==> src/hdl/adcc_pkg.sv <==
// package: register map, field layout and converter interface types for the adc control block
package adcc_pkg;
    // register byte offsets on the axi4-lite slave
    localparam logic [3:0] ADCC_OFF_CSR   = 4'h0;
    localparam logic [3:0] ADCC_OFF_HIGH  = 4'h4;
    localparam logic [3:0] ADCC_OFF_LOW   = 4'h8;
    localparam int         ADCC_ADDR_W    = 4;

    // control/status bit positions
    localparam int ADCC_BIT_EOC   = 7;
    localparam int ADCC_BIT_SPEED = 6;
    localparam int ADCC_BIT_ON    = 5;
    localparam int ADCC_BIT_IE    = 4;
    localparam int ADCC_BIT_ONE   = 3;
    localparam int ADCC_CH_HI     = 2;
    localparam int ADCC_CH_LO     = 0;

    localparam logic [7:0] ADCC_CSR_RST  = 8'h00;
    localparam logic [9:0] ADCC_RES_RST  = 10'h000;
    localparam int         ADCC_RES_W    = 10;
    localparam int         ADCC_HIGH_LSB = 2;

    // converter clock division: speed 0 gives /2, speed 1 gives /4
    localparam logic [1:0] ADCC_DIV2_LAST = 2'h1;
    localparam logic [1:0] ADCC_DIV4_LAST = 2'h3;
    localparam logic [1:0] ADCC_DIV_RST   = 2'h0;

    // bits of conversion work in converter clock ticks (sample plus one per bit)
    localparam logic [3:0] ADCC_CONV_TICKS = 4'hb;
    localparam logic [3:0] ADCC_TICK_RST   = 4'h0;

    localparam logic [1:0] ADCC_RESP_OKAY   = 2'h0;
    localparam logic [1:0] ADCC_RESP_SLVERR = 2'h2;

    // request to the analog core
    typedef struct packed {
        logic       enable;    // core powered
        logic       start;     // one-cycle start pulse
        logic       clk_en;    // converter clock tick
        logic [2:0] channel;   // selected analog input
    } adcc_core_req_t;

    // answer from the analog core
    typedef struct packed {
        logic       done;      // end of conversion level, taken only at the block's own done
        logic [9:0] result;    // converted value
    } adcc_core_rsp_t;
endpackage

==> src/hdl/adcc_sar_seq.sv <==
// conversion sequencer: clock divider and conversion timing toward the analog core
`timescale 1ns/100ps
module adcc_sar_seq (
    input  wire logic       aclk,       // processor clock
    input  wire logic       aresetn,    // sync reset, active low
    input  wire logic       enable,     // converter on
    input  wire logic       restart,    // abort and restart the current conversion
    input  wire logic       speed,      // 0: /2, 1: /4
    output logic            tick_q,     // converter clock tick
    output logic            start_q,    // start pulse to the core
    output logic            done_q,     // end of conversion pulse
    output logic            busy_q      // conversion under way
);
    import adcc_pkg::*;

    logic [1:0] div_q;
    logic [3:0] cnt_q;
    logic       run_q;

    ////////////////////////////////////////////////////////////////////////////
    always_ff @(posedge aclk) begin
        if (!aresetn || !enable) begin
            div_q  <= ADCC_DIV_RST;
            tick_q <= 1'b0;
        end else if (div_q == (speed ? ADCC_DIV4_LAST : ADCC_DIV2_LAST)) begin
            div_q  <= ADCC_DIV_RST;
            tick_q <= 1'b1;
        end else begin
            div_q  <= div_q + 2'h1;
            tick_q <= 1'b0;
        end
    end

    ////////////////////////////////////////////////////////////////////////////
    // start is taken as an arm request; counting happens on divided ticks
    always_ff @(posedge aclk) begin
        start_q <= 1'b0;
        done_q  <= 1'b0;
        if (!aresetn || !enable) begin
            run_q  <= 1'b0;
            busy_q <= 1'b0;
            cnt_q  <= ADCC_TICK_RST;
        end else if (restart || !run_q) begin
            run_q   <= 1'b1;
            busy_q  <= 1'b1;
            start_q <= 1'b1;
            cnt_q   <= ADCC_TICK_RST;
        end else if (busy_q && tick_q) begin
            if (cnt_q == ADCC_CONV_TICKS) begin
                busy_q <= 1'b0;
                done_q <= 1'b1;
            end else begin
                cnt_q <= cnt_q + 4'h1;
            end
        end
    end
endmodule

==> src/hdl/adcc_top.sv <==
// adc control, status and result registers behind an axi4-lite slave
`timescale 1ns/100ps
module adcc_top
    import adcc_pkg::*;
(
    input  wire logic                       aclk,          // processor clock, 50 MHz
    input  wire logic                       aresetn,       // sync reset, active low
    input  wire logic [ADCC_ADDR_W-1:0]     s_axi_awaddr,  // write address
    input  wire logic                       s_axi_awvalid, // write address valid
    output logic                            s_axi_awready, // write address ready
    input  wire logic [31:0]                s_axi_wdata,   // write data
    input  wire logic [3:0]                 s_axi_wstrb,   // write byte enables
    input  wire logic                       s_axi_wvalid,  // write data valid
    output logic                            s_axi_wready,  // write data ready
    output logic [1:0]                      s_axi_bresp,   // write response
    output logic                            s_axi_bvalid,  // write response valid
    input  wire logic                       s_axi_bready,  // write response ready
    input  wire logic [ADCC_ADDR_W-1:0]     s_axi_araddr,  // read address
    input  wire logic                       s_axi_arvalid, // read address valid
    output logic                            s_axi_arready, // read address ready
    output logic [31:0]                     s_axi_rdata,   // read data
    output logic [1:0]                      s_axi_rresp,   // read response
    output logic                            s_axi_rvalid,  // read data valid
    input  wire logic                       s_axi_rready,  // read data ready
    output adcc_pkg::adcc_core_req_t        core_req_q,    // request to analog core
    input  wire adcc_pkg::adcc_core_rsp_t   core_rsp,      // answer from analog core
    output logic                            irq_q          // interrupt request level
);
    import adcc_pkg::*;

    // csr fields
    logic       eoc_q;
    logic       speed_q;
    logic       on_q;
    logic       ie_q;
    logic       one_q;
    logic [2:0] ch_q;
    logic [9:0] res_q;
    logic       lock_q;

    // bus state
    logic                   aw_held_q;
    logic                   w_held_q;
    logic [ADCC_ADDR_W-1:0] awaddr_q;
    logic [31:0]            wdata_q;
    logic [3:0]             wstrb_q;

    // sequencer
    logic seq_tick;
    logic seq_start;
    logic seq_done;
    logic seq_busy;
    logic restart;
    logic sw_start;
    logic sw_conv_q;

    function automatic logic [1:0] adcc_resp(input logic [ADCC_ADDR_W-1:0] a);
        adcc_resp = (a == ADCC_OFF_CSR || a == ADCC_OFF_HIGH || a == ADCC_OFF_LOW)
                  ? ADCC_RESP_OKAY : ADCC_RESP_SLVERR;
    endfunction

    ////////////////////////////////////////////////////////////////////////////
    // write channel: address and data taken in either order, one write at a time
    logic wr_fire;
    logic csr_wr;
    logic rd_fire;
    logic rd_high;
    logic rd_low;
    logic eoc_evt;
    logic [7:0] wbyte;

    assign wr_fire = aw_held_q && w_held_q && !s_axi_bvalid;
    assign csr_wr  = wr_fire && (awaddr_q == ADCC_OFF_CSR) && wstrb_q[0];
    assign wbyte   = wdata_q[7:0];
    assign rd_fire = s_axi_arvalid && s_axi_arready;
    assign rd_high = rd_fire && (s_axi_araddr == ADCC_OFF_HIGH);
    assign rd_low  = rd_fire && (s_axi_araddr == ADCC_OFF_LOW);

    always_ff @(posedge aclk) begin
        if (!aresetn) begin
            s_axi_awready <= 1'b1;
            s_axi_wready  <= 1'b1;
            aw_held_q     <= 1'b0;
            w_held_q      <= 1'b0;
            awaddr_q      <= '0;
            wdata_q       <= '0;
            wstrb_q       <= '0;
            s_axi_bvalid  <= 1'b0;
            s_axi_bresp   <= ADCC_RESP_OKAY;
        end else begin
            if (s_axi_awvalid && s_axi_awready) begin
                awaddr_q      <= s_axi_awaddr;
                aw_held_q     <= 1'b1;
                s_axi_awready <= 1'b0;
            end
            if (s_axi_wvalid && s_axi_wready) begin
                wdata_q      <= s_axi_wdata;
                wstrb_q      <= s_axi_wstrb;
                w_held_q     <= 1'b1;
                s_axi_wready <= 1'b0;
            end
            if (wr_fire) begin
                s_axi_bvalid <= 1'b1;
                s_axi_bresp  <= adcc_resp(awaddr_q);
                aw_held_q    <= 1'b0;
                w_held_q     <= 1'b0;
            end
            if (s_axi_bvalid && s_axi_bready) begin
                s_axi_bvalid  <= 1'b0;
                s_axi_awready <= 1'b1;
                s_axi_wready  <= 1'b1;
            end
        end
    end

    ////////////////////////////////////////////////////////////////////////////
    // read channel: one read at a time, data registered with the address
    always_ff @(posedge aclk) begin
        if (!aresetn) begin
            s_axi_arready <= 1'b1;
            s_axi_rvalid  <= 1'b0;
            s_axi_rdata   <= '0;
            s_axi_rresp   <= ADCC_RESP_OKAY;
        end else if (rd_fire) begin
            s_axi_arready <= 1'b0;
            s_axi_rvalid  <= 1'b1;
            s_axi_rresp   <= adcc_resp(s_axi_araddr);
            unique case (s_axi_araddr)
                ADCC_OFF_CSR:  s_axi_rdata <= {24'h000000, eoc_q, speed_q, on_q,
                                               ie_q, one_q, ch_q};
                ADCC_OFF_HIGH: s_axi_rdata <= {24'h000000,
                                               res_q[ADCC_RES_W-1:ADCC_HIGH_LSB]};
                ADCC_OFF_LOW:  s_axi_rdata <= {30'h00000000,
                                               res_q[ADCC_HIGH_LSB-1:0]};
                default:       s_axi_rdata <= '0;
            endcase
        end else if (s_axi_rvalid && s_axi_rready) begin
            s_axi_rvalid  <= 1'b0;
            s_axi_arready <= 1'b1;
        end
    end

    ////////////////////////////////////////////////////////////////////////////
    // control fields; the complete flag is never written by software
    always_ff @(posedge aclk) begin
        if (!aresetn) begin
            {speed_q, ie_q, one_q, ch_q} <= '0;
        end else if (csr_wr) begin
            speed_q <= wbyte[ADCC_BIT_SPEED];
            ie_q    <= wbyte[ADCC_BIT_IE];
            one_q   <= wbyte[ADCC_BIT_ONE];
            ch_q    <= wbyte[ADCC_CH_HI:ADCC_CH_LO];
        end
    end

    // a software write wins over the hardware one-shot clear in the same cycle
    always_ff @(posedge aclk) begin
        if (!aresetn) begin
            on_q <= 1'b0;
        end else if (csr_wr) begin
            on_q <= wbyte[ADCC_BIT_ON];
        end else if (seq_done && one_q) begin
            on_q <= 1'b0;
        end
    end

    // abort on a changed channel, rearm on a fresh on=1 while idle, and rearm at every
    // end of conversion in continuous mode; a write of on=0 never restarts
    assign restart = (csr_wr && on_q && wbyte[ADCC_BIT_ON] &&
                      ((wbyte[ADCC_CH_HI:ADCC_CH_LO] != ch_q) || !seq_busy)) ||
                     (seq_done && !one_q && !csr_wr);
    assign sw_start = csr_wr && wbyte[ADCC_BIT_ON] && (!on_q || restart);

    // continuous rearms leave the flag standing until the high result is read;
    // only a conversion that software started holds it low
    always_ff @(posedge aclk) begin
        if (!aresetn) begin
            sw_conv_q <= 1'b0;
        end else if (sw_start) begin
            sw_conv_q <= 1'b1;
        end else if (seq_done || !on_q) begin
            sw_conv_q <= 1'b0;
        end
    end

    ////////////////////////////////////////////////////////////////////////////
    // completion flag: set wins over the high-result read clear
    assign eoc_evt = seq_done && core_rsp.done;

    always_ff @(posedge aclk) begin
        if (!aresetn) begin
            eoc_q <= 1'b0;
        end else if (eoc_evt) begin
            eoc_q <= 1'b1;
        end else if (sw_start || sw_conv_q || rd_high) begin
            eoc_q <= 1'b0;
        end
    end

    always_ff @(posedge aclk) begin
        if (!aresetn || !on_q || rd_high) begin
            lock_q <= 1'b0;
        end else if (rd_low) begin
            lock_q <= 1'b1;
        end
    end

    always_ff @(posedge aclk) begin
        if (!aresetn) begin
            res_q <= ADCC_RES_RST;
        end else if (eoc_evt && !lock_q) begin
            res_q <= core_rsp.result;
        end
    end

    always_ff @(posedge aclk) begin
        if (!aresetn) begin
            irq_q <= 1'b0;
        end else begin
            irq_q <= eoc_q && ie_q;
        end
    end

    ////////////////////////////////////////////////////////////////////////////
    // continuous mode: restart rearms the sequencer at each done while on stays set
    adcc_sar_seq u_seq (
        .aclk    (aclk),
        .aresetn (aresetn),
        .enable  (on_q),
        .restart (restart),
        .speed   (speed_q),
        .tick_q  (seq_tick),
        .start_q (seq_start),
        .done_q  (seq_done),
        .busy_q  (seq_busy)
    );

    always_ff @(posedge aclk) begin
        if (!aresetn) begin
            core_req_q <= '0;
        end else begin
            core_req_q.enable  <= on_q;
            core_req_q.start   <= seq_start;
            core_req_q.clk_en  <= seq_tick;
            core_req_q.channel <= ch_q;
        end
    end

    ////////////////////////////////////////////////////////////////////////////
    AST_LOCK_HOLDS: assert property (@(posedge aclk) disable iff (!aresetn)
        lock_q && !rd_high && on_q |=> $stable(res_q))
        else $error("result changed while locked");
    AST_EOC_LOW_BUSY: assert property (@(posedge aclk) disable iff (!aresetn)
        sw_conv_q && !eoc_evt |=> !eoc_q)
        else $error("complete flag set during conversion");
    AST_EOC_SW_CLEAR: assert property (@(posedge aclk) disable iff (!aresetn)
        sw_start && !eoc_evt |=> !eoc_q)
        else $error("complete flag kept at conversion start");
    AST_EOC_SETS: assert property (@(posedge aclk) disable iff (!aresetn)
        eoc_evt |=> eoc_q)
        else $error("complete flag not set");
    AST_EOC_HOLDS: assert property (@(posedge aclk) disable iff (!aresetn)
        eoc_q && !rd_high && !sw_start && !sw_conv_q |=> eoc_q)
        else $error("complete flag lost without high read");
    AST_FLAG_RO: assert property (@(posedge aclk) disable iff (!aresetn)
        csr_wr && !eoc_q && !eoc_evt |=> !eoc_q)
        else $error("software set the complete flag");
    AST_IRQ_LEVEL: assert property (@(posedge aclk) disable iff (!aresetn)
        eoc_q && ie_q |=> irq_q)
        else $error("interrupt missing");
    AST_IRQ_DROP: assert property (@(posedge aclk) disable iff (!aresetn)
        !eoc_q |=> !irq_q)
        else $error("interrupt without complete flag");
    AST_IRQ_OFF: assert property (@(posedge aclk) disable iff (!aresetn)
        !ie_q |=> !irq_q)
        else $error("interrupt without enable");
    AST_SINGLE_CONVERSION_SELECT_OFF: assert property (@(posedge aclk) disable iff (!aresetn)
        seq_done && one_q && !csr_wr |=> !on_q)
        else $error("one-shot did not clear on");
    AST_LOAD: assert property (@(posedge aclk) disable iff (!aresetn)
        eoc_evt && !lock_q |=> res_q == $past(core_rsp.result))
        else $error("result not loaded");
    AST_HIGH_CLEARS: assert property (@(posedge aclk) disable iff (!aresetn)
        rd_high && !eoc_evt |=> !eoc_q)
        else $error("high read did not clear flag");
    AST_HIGH_DATA: assert property (@(posedge aclk) disable iff (!aresetn)
        rd_high |=> s_axi_rdata == {24'h000000, $past(res_q[ADCC_RES_W-1:ADCC_HIGH_LSB])})
        else $error("high result bits wrong");
    AST_LOW_ZERO: assert property (@(posedge aclk) disable iff (!aresetn)
        rd_low |=> s_axi_rdata[31:ADCC_HIGH_LSB] == '0)
        else $error("low result upper bits not zero");
    AST_LOW_DATA: assert property (@(posedge aclk) disable iff (!aresetn)
        rd_low |=> s_axi_rdata[ADCC_HIGH_LSB-1:0] == $past(res_q[ADCC_HIGH_LSB-1:0]))
        else $error("low result bits wrong");
    AST_LOCK_SET: assert property (@(posedge aclk) disable iff (!aresetn)
        rd_low && on_q |=> lock_q)
        else $error("low read did not lock");
    AST_UNLOCK: assert property (@(posedge aclk) disable iff (!aresetn)
        rd_high || !on_q |=> !lock_q)
        else $error("lock not released");
    AST_OFF_STOPS: assert property (@(posedge aclk) disable iff (!aresetn)
        !on_q |=> !seq_busy)
        else $error("conversion ran while off");
    AST_ON_START: assert property (@(posedge aclk) disable iff (!aresetn)
        csr_wr && !on_q && wbyte[ADCC_BIT_ON] |=> on_q ##1 seq_start)
        else $error("on write did not start a conversion");
    AST_CORE_ON: assert property (@(posedge aclk) disable iff (!aresetn)
        1'b1 |=> core_req_q.enable == $past(on_q))
        else $error("core enable does not follow on");
    AST_CONT_REARM: assert property (@(posedge aclk) disable iff (!aresetn)
        seq_done && !one_q && on_q && !csr_wr |=> seq_busy && seq_start)
        else $error("continuous mode did not rearm");
    AST_RESTART_CH: assert property (@(posedge aclk) disable iff (!aresetn)
        csr_wr && on_q && wbyte[ADCC_BIT_ON] &&
        (wbyte[ADCC_CH_HI:ADCC_CH_LO] != ch_q) |=> seq_busy && seq_start)
        else $error("channel change did not restart");
    AST_CH_RW: assert property (@(posedge aclk) disable iff (!aresetn)
        csr_wr |=> ch_q == $past(wbyte[ADCC_CH_HI:ADCC_CH_LO]))
        else $error("channel field not written");
    AST_ONE_RW: assert property (@(posedge aclk) disable iff (!aresetn)
        csr_wr |=> one_q == $past(wbyte[ADCC_BIT_ONE]))
        else $error("mode bit not written");
    AST_IE_RW: assert property (@(posedge aclk) disable iff (!aresetn)
        csr_wr |=> ie_q == $past(wbyte[ADCC_BIT_IE]))
        else $error("interrupt enable not written");
    AST_SPEED_DIV: assert property (@(posedge aclk) disable iff (!aresetn)
        seq_tick && speed_q && on_q ##1 on_q && speed_q |-> !seq_tick ##1 !seq_tick)
        else $error("divide by four broken");
    AST_DIV2: assert property (@(posedge aclk) disable iff (!aresetn)
        seq_tick && !speed_q && on_q ##1 on_q && !speed_q |-> !seq_tick ##1 seq_tick)
        else $error("divide by two broken");
    AST_RESET_ZERO: assert property (@(posedge aclk) !aresetn |=>
        {eoc_q, speed_q, on_q, ie_q, one_q, ch_q} == ADCC_CSR_RST && res_q == ADCC_RES_RST)
        else $error("registers not cleared by reset");
endmodule

==> config.mk <==
export PLATFORM = sky130hd
export DESIGN_NAME = adcc_top
export DESIGN_NICKNAME = d
export VERILOG_FILES = /design/src/hdl/adcc_pkg.sv /design/src/hdl/adcc_sar_seq.sv /design/src/hdl/adcc_top.sv
export SDC_FILE = /design/constraint.sdc
export NUM_CORES = 1
export LEC_CHECK = 0
export BUFFER_PORTS_ARGS = -buffer_cell sky130_fd_sc_hd__buf_2
export CAP_MARGIN = 25
export CORE_ASPECT_RATIO = 0.75
export CORE_UTILIZATION = 52
export CTS_CLUSTER_SIZE = 30
export DETAILED_ROUTE_END_ITERATION = 7
export PLACE_DENSITY_LB_ADDON = 0.08
export SLEW_MARGIN = 20
export SYNTH_ARGS = -nofsm -noshare
export SYNTH_HDL_FRONTEND = slang
export SYNTH_SLANG_ARGS = --single-unit
==> constraint.sdc <==
create_clock -name aclk -period 2.35 [get_ports aclk]
set_clock_uncertainty 0.1 [all_clocks]
set_input_delay 0.235 -clock aclk [delete_from_list [all_inputs] [get_ports aclk]]
set_output_delay 0.235 -clock aclk [all_outputs]
set_load 0.01 [all_outputs]
==> reports/results.txt <==
The flow ran to the end, and the final reports show no timing, DRC or antenna violations. The critical-path maximum fanout is 7, and the number of antenna violations at the first check in global routing is 0. Setup repair after global routing left no endpoint under its margin. Class of the most critical setup path: flip-flop to flip-flop. The most common library cell in the layout ignoring fill and taps was dfxtp_1.

Across the VDD grid, the largest voltage drop is 526 uV. The setup TNS is 0 ns, and the buffer count from post-CTS setup fixing is 0. For the core box area, the log shows 4980 um2. The run gives 3920 um as the final HPWL from detailed placement. The die covers 5600 um2. The tools report the clock latency on the worst-skew pair as 0.34 ns. For the pin with the worst max-slew slack, the measured transition is 0.606 ns.

The top cell types in the final layout, fill and taps aside, are dfxtp_1 (67), buf_2 (55), nand2_1 (47). In this run the core area contains 22 standard-cell rows. The tools report the number of sinks on the clock net as 67. Pin placement for this block handled 110 I/O pins. A synthesized cell averages 9.01 um2. The run gives 24 as the largest net degree at the start of global routing. In the post-synthesis netlist, the biggest area contributors are dfxtp_1 (49%), buf_4 (7.1%), a21oi_1 (6.9%).

The synthesized design contains 0 enable-type register cells. Headroom to the max-slew limit came out at 59.5%. With fillers left out, the area of the finished cells amounts to 3220 um2. In the synthesized netlist, the number of instances is 306. The number of gates resized after CTS was 0. The area growth from synthesis to layout was 16.9%. Summed over all instances, the cell type with the most area after synthesis is dfxtp_1. Setup violations remaining at the end of the flow were counted as 0. The run gives 0 as the number of hold violations in the final report. The share of synthesized area in the top cell type comes to 48.6%.

Worst endpoint data arrival time: 1.81 ns. The number of max-cap violations was 0; the CTS clock-pin slew for the worst setup and hold paths was 0.07 ns. The count of buffers inserted at the top-level ports works out to 55. The logs give 0 for the remaining antenna violation count and 0.00139 uW for the static leakage power. The min-delay analysis places its worst path in the category primary input to flip-flop.

Proportion of synthesized chip area in sequential cells: 48.6%. The number of stages on the worst hold path came out at 3. The number of antenna cells inserted is 0.

The die span in y came out at 65.1 um. In this run the most critical hold path is launched from core_rsp[3]. TritonCTS built the clock tree. For the maximum root-to-sink buffer count, the log shows 2.

Launching instance or port of the critical path: s_axi_arready. After synthesis, the netlist uses 44 different library cells. Summing all placed instances gives a cell area of 3000 um2. The routed wire length per instance works out to 12.4 um.

Of all flip-flops after synthesis, the portion carrying an async set or reset was 0%. For this run the aggregate overflow at the end of global routing stands at 0. The net count of the finished layout was 426. H-tree depth: 3. The worst register-to-register path begins at s_axi_arready.

The total power density per cell area was 745 nW/um2. The final weighted congestion of routability-driven global placement was 0.813; the total track usage was 21.9%. The worst setup path is launched from a flip-flop. The final layout contains routed wiring with a total length of 5470 um. The die is 86.1 um wide.

Once the floorplan was initialized, standard cells occupied 55.3% of the core. The worst path in the final design needs a cycle of 1.63 ns, including I/O delays and setup. In the routed design, unresolved DRC markers number 0. The logs give 613 MHz for the fmax and 9 for the clock buffer count from CTS. Detailed routing inserted a total of 2143 vias.

The tools report the first-pass GRT wire length as 9170 um. Among all flip-flop cells after synthesis, the most frequent one is dfxtp_1. The worst setup path is captured at a flip-flop. Depth of the worst register-to-register path: 4. The total number of yosys warnings is 0, and the number of optimization iterations in the first detailed-route pass is 6. The share of the clock period used by the worst path came out at 69.4%. The mapped cell area is 2760 um2, and the post-synthesis register bit count is 67. Number of global-route vias before repair: 1924. The first routing iteration left 105 violations. The root cell of the clock tree is clkbuf_8. The required time reported for the critical path endpoint is 2.53 ns. In this run, post-CTS hold repair placed 0 buffers.

The final-report max-slew violation count was 0; the share of final-layout standard cells stronger than drive strength 1 was 22.8%. The ratio of routed vias to standard cells is 4.87.
[flip-flops by register name, indices dropped and copies added (netlist names), 2 cells and up]
signal	cells
u_seq.cnt_q	4
core_req_q	6
wdata_q	7
res_q	10
awaddr_q	4
ch_q	3
s_axi_rdata	8
u_seq.div_q	2
[synth_stat cells (2+ instances only)]
library cell	number
dfxtp_1	67
nand2_1	47
a21oi_1	38
buf_4	26
nor2_1	22
nand3_1	14
mux2i_1	9
a22oi_1	8
clkbuf_1	8
inv_1	8
and2_1	7
o21ai_0	7
and3_1	4
xor2_1	4
nand3b_1	3
buf_2	2
nand2b_1	2
nor3_2	2
o2bb2ai_1	2
xnor2_1	2
[metrics by stage]
step	power [uW]	util (%)	hold WS, ns	setup slack (ns)	std cells
2_1_floorplan	1320	-	0.235	0.882	331
3_3_place_gp	1350	60.1	0.320	0.767	424
3_5_place_dp	1350	60.1	0.322	0.701	424
4_1_cts	2420	64.7	0.0144	0.712	440
5_1_grt	2510	64.7	0.0189	0.553	440
6_report	2400	64.7	0.0217	0.718	440
[worst max-delay path: stages, from the launching register on]
cell,delay (ns)
dfxtp_1,0.37
nand4bb_1,0.27
nor3_2,0.47
a22oi_1,0.18
a21oi_1,0.17
[where the power goes]
part           switching, uW  internal [uW]
clock                    423            654
combinational           93.5           51.5
sequential              23.0           1160
total                    539           1860
[final timing paths]
path	endpoint	slack (ns)
max	s_axi_rdata[2]	0.72
min	res_q[3]	0.02
max reg2reg	s_axi_rdata[2]	0.72
min reg2reg	core_req_q[4]	0.33
[layer usage]
layer | track usage, % | share of wire, % | up-vias
met5 | 0 | 0 | -
met2 | 33.1 | 44 | 57
li1 | - | - | 1106
met3 | 8.41 | 5.8 | 6
met4 | 6.88 | 1.0 | 0
met1 | 28.9 | 49 | 974
[kinds of logic after synthesis]
kind of cell,after synthesis,share of synthesized area [%]
flops,67,48.6
mux,10,3.68
other cells,1,0.136
fa+ha+maj,1,0.454
xor+xnor,7,2.50
compound gates,63,14.3
buf+inv,45,9.76
simple gates,112,20.6
[layout make-up]
type,count,area [um2]
fill,432,1760
multi-input combinational,219,1240
inverter,9,33.8
timing repair buffer,57,290
clock inverter,4,72.6
clock buffer,12,155
tap,72,90.1
sequential,67,1340
Note: power is estimated with default switching activity, not from simulation.
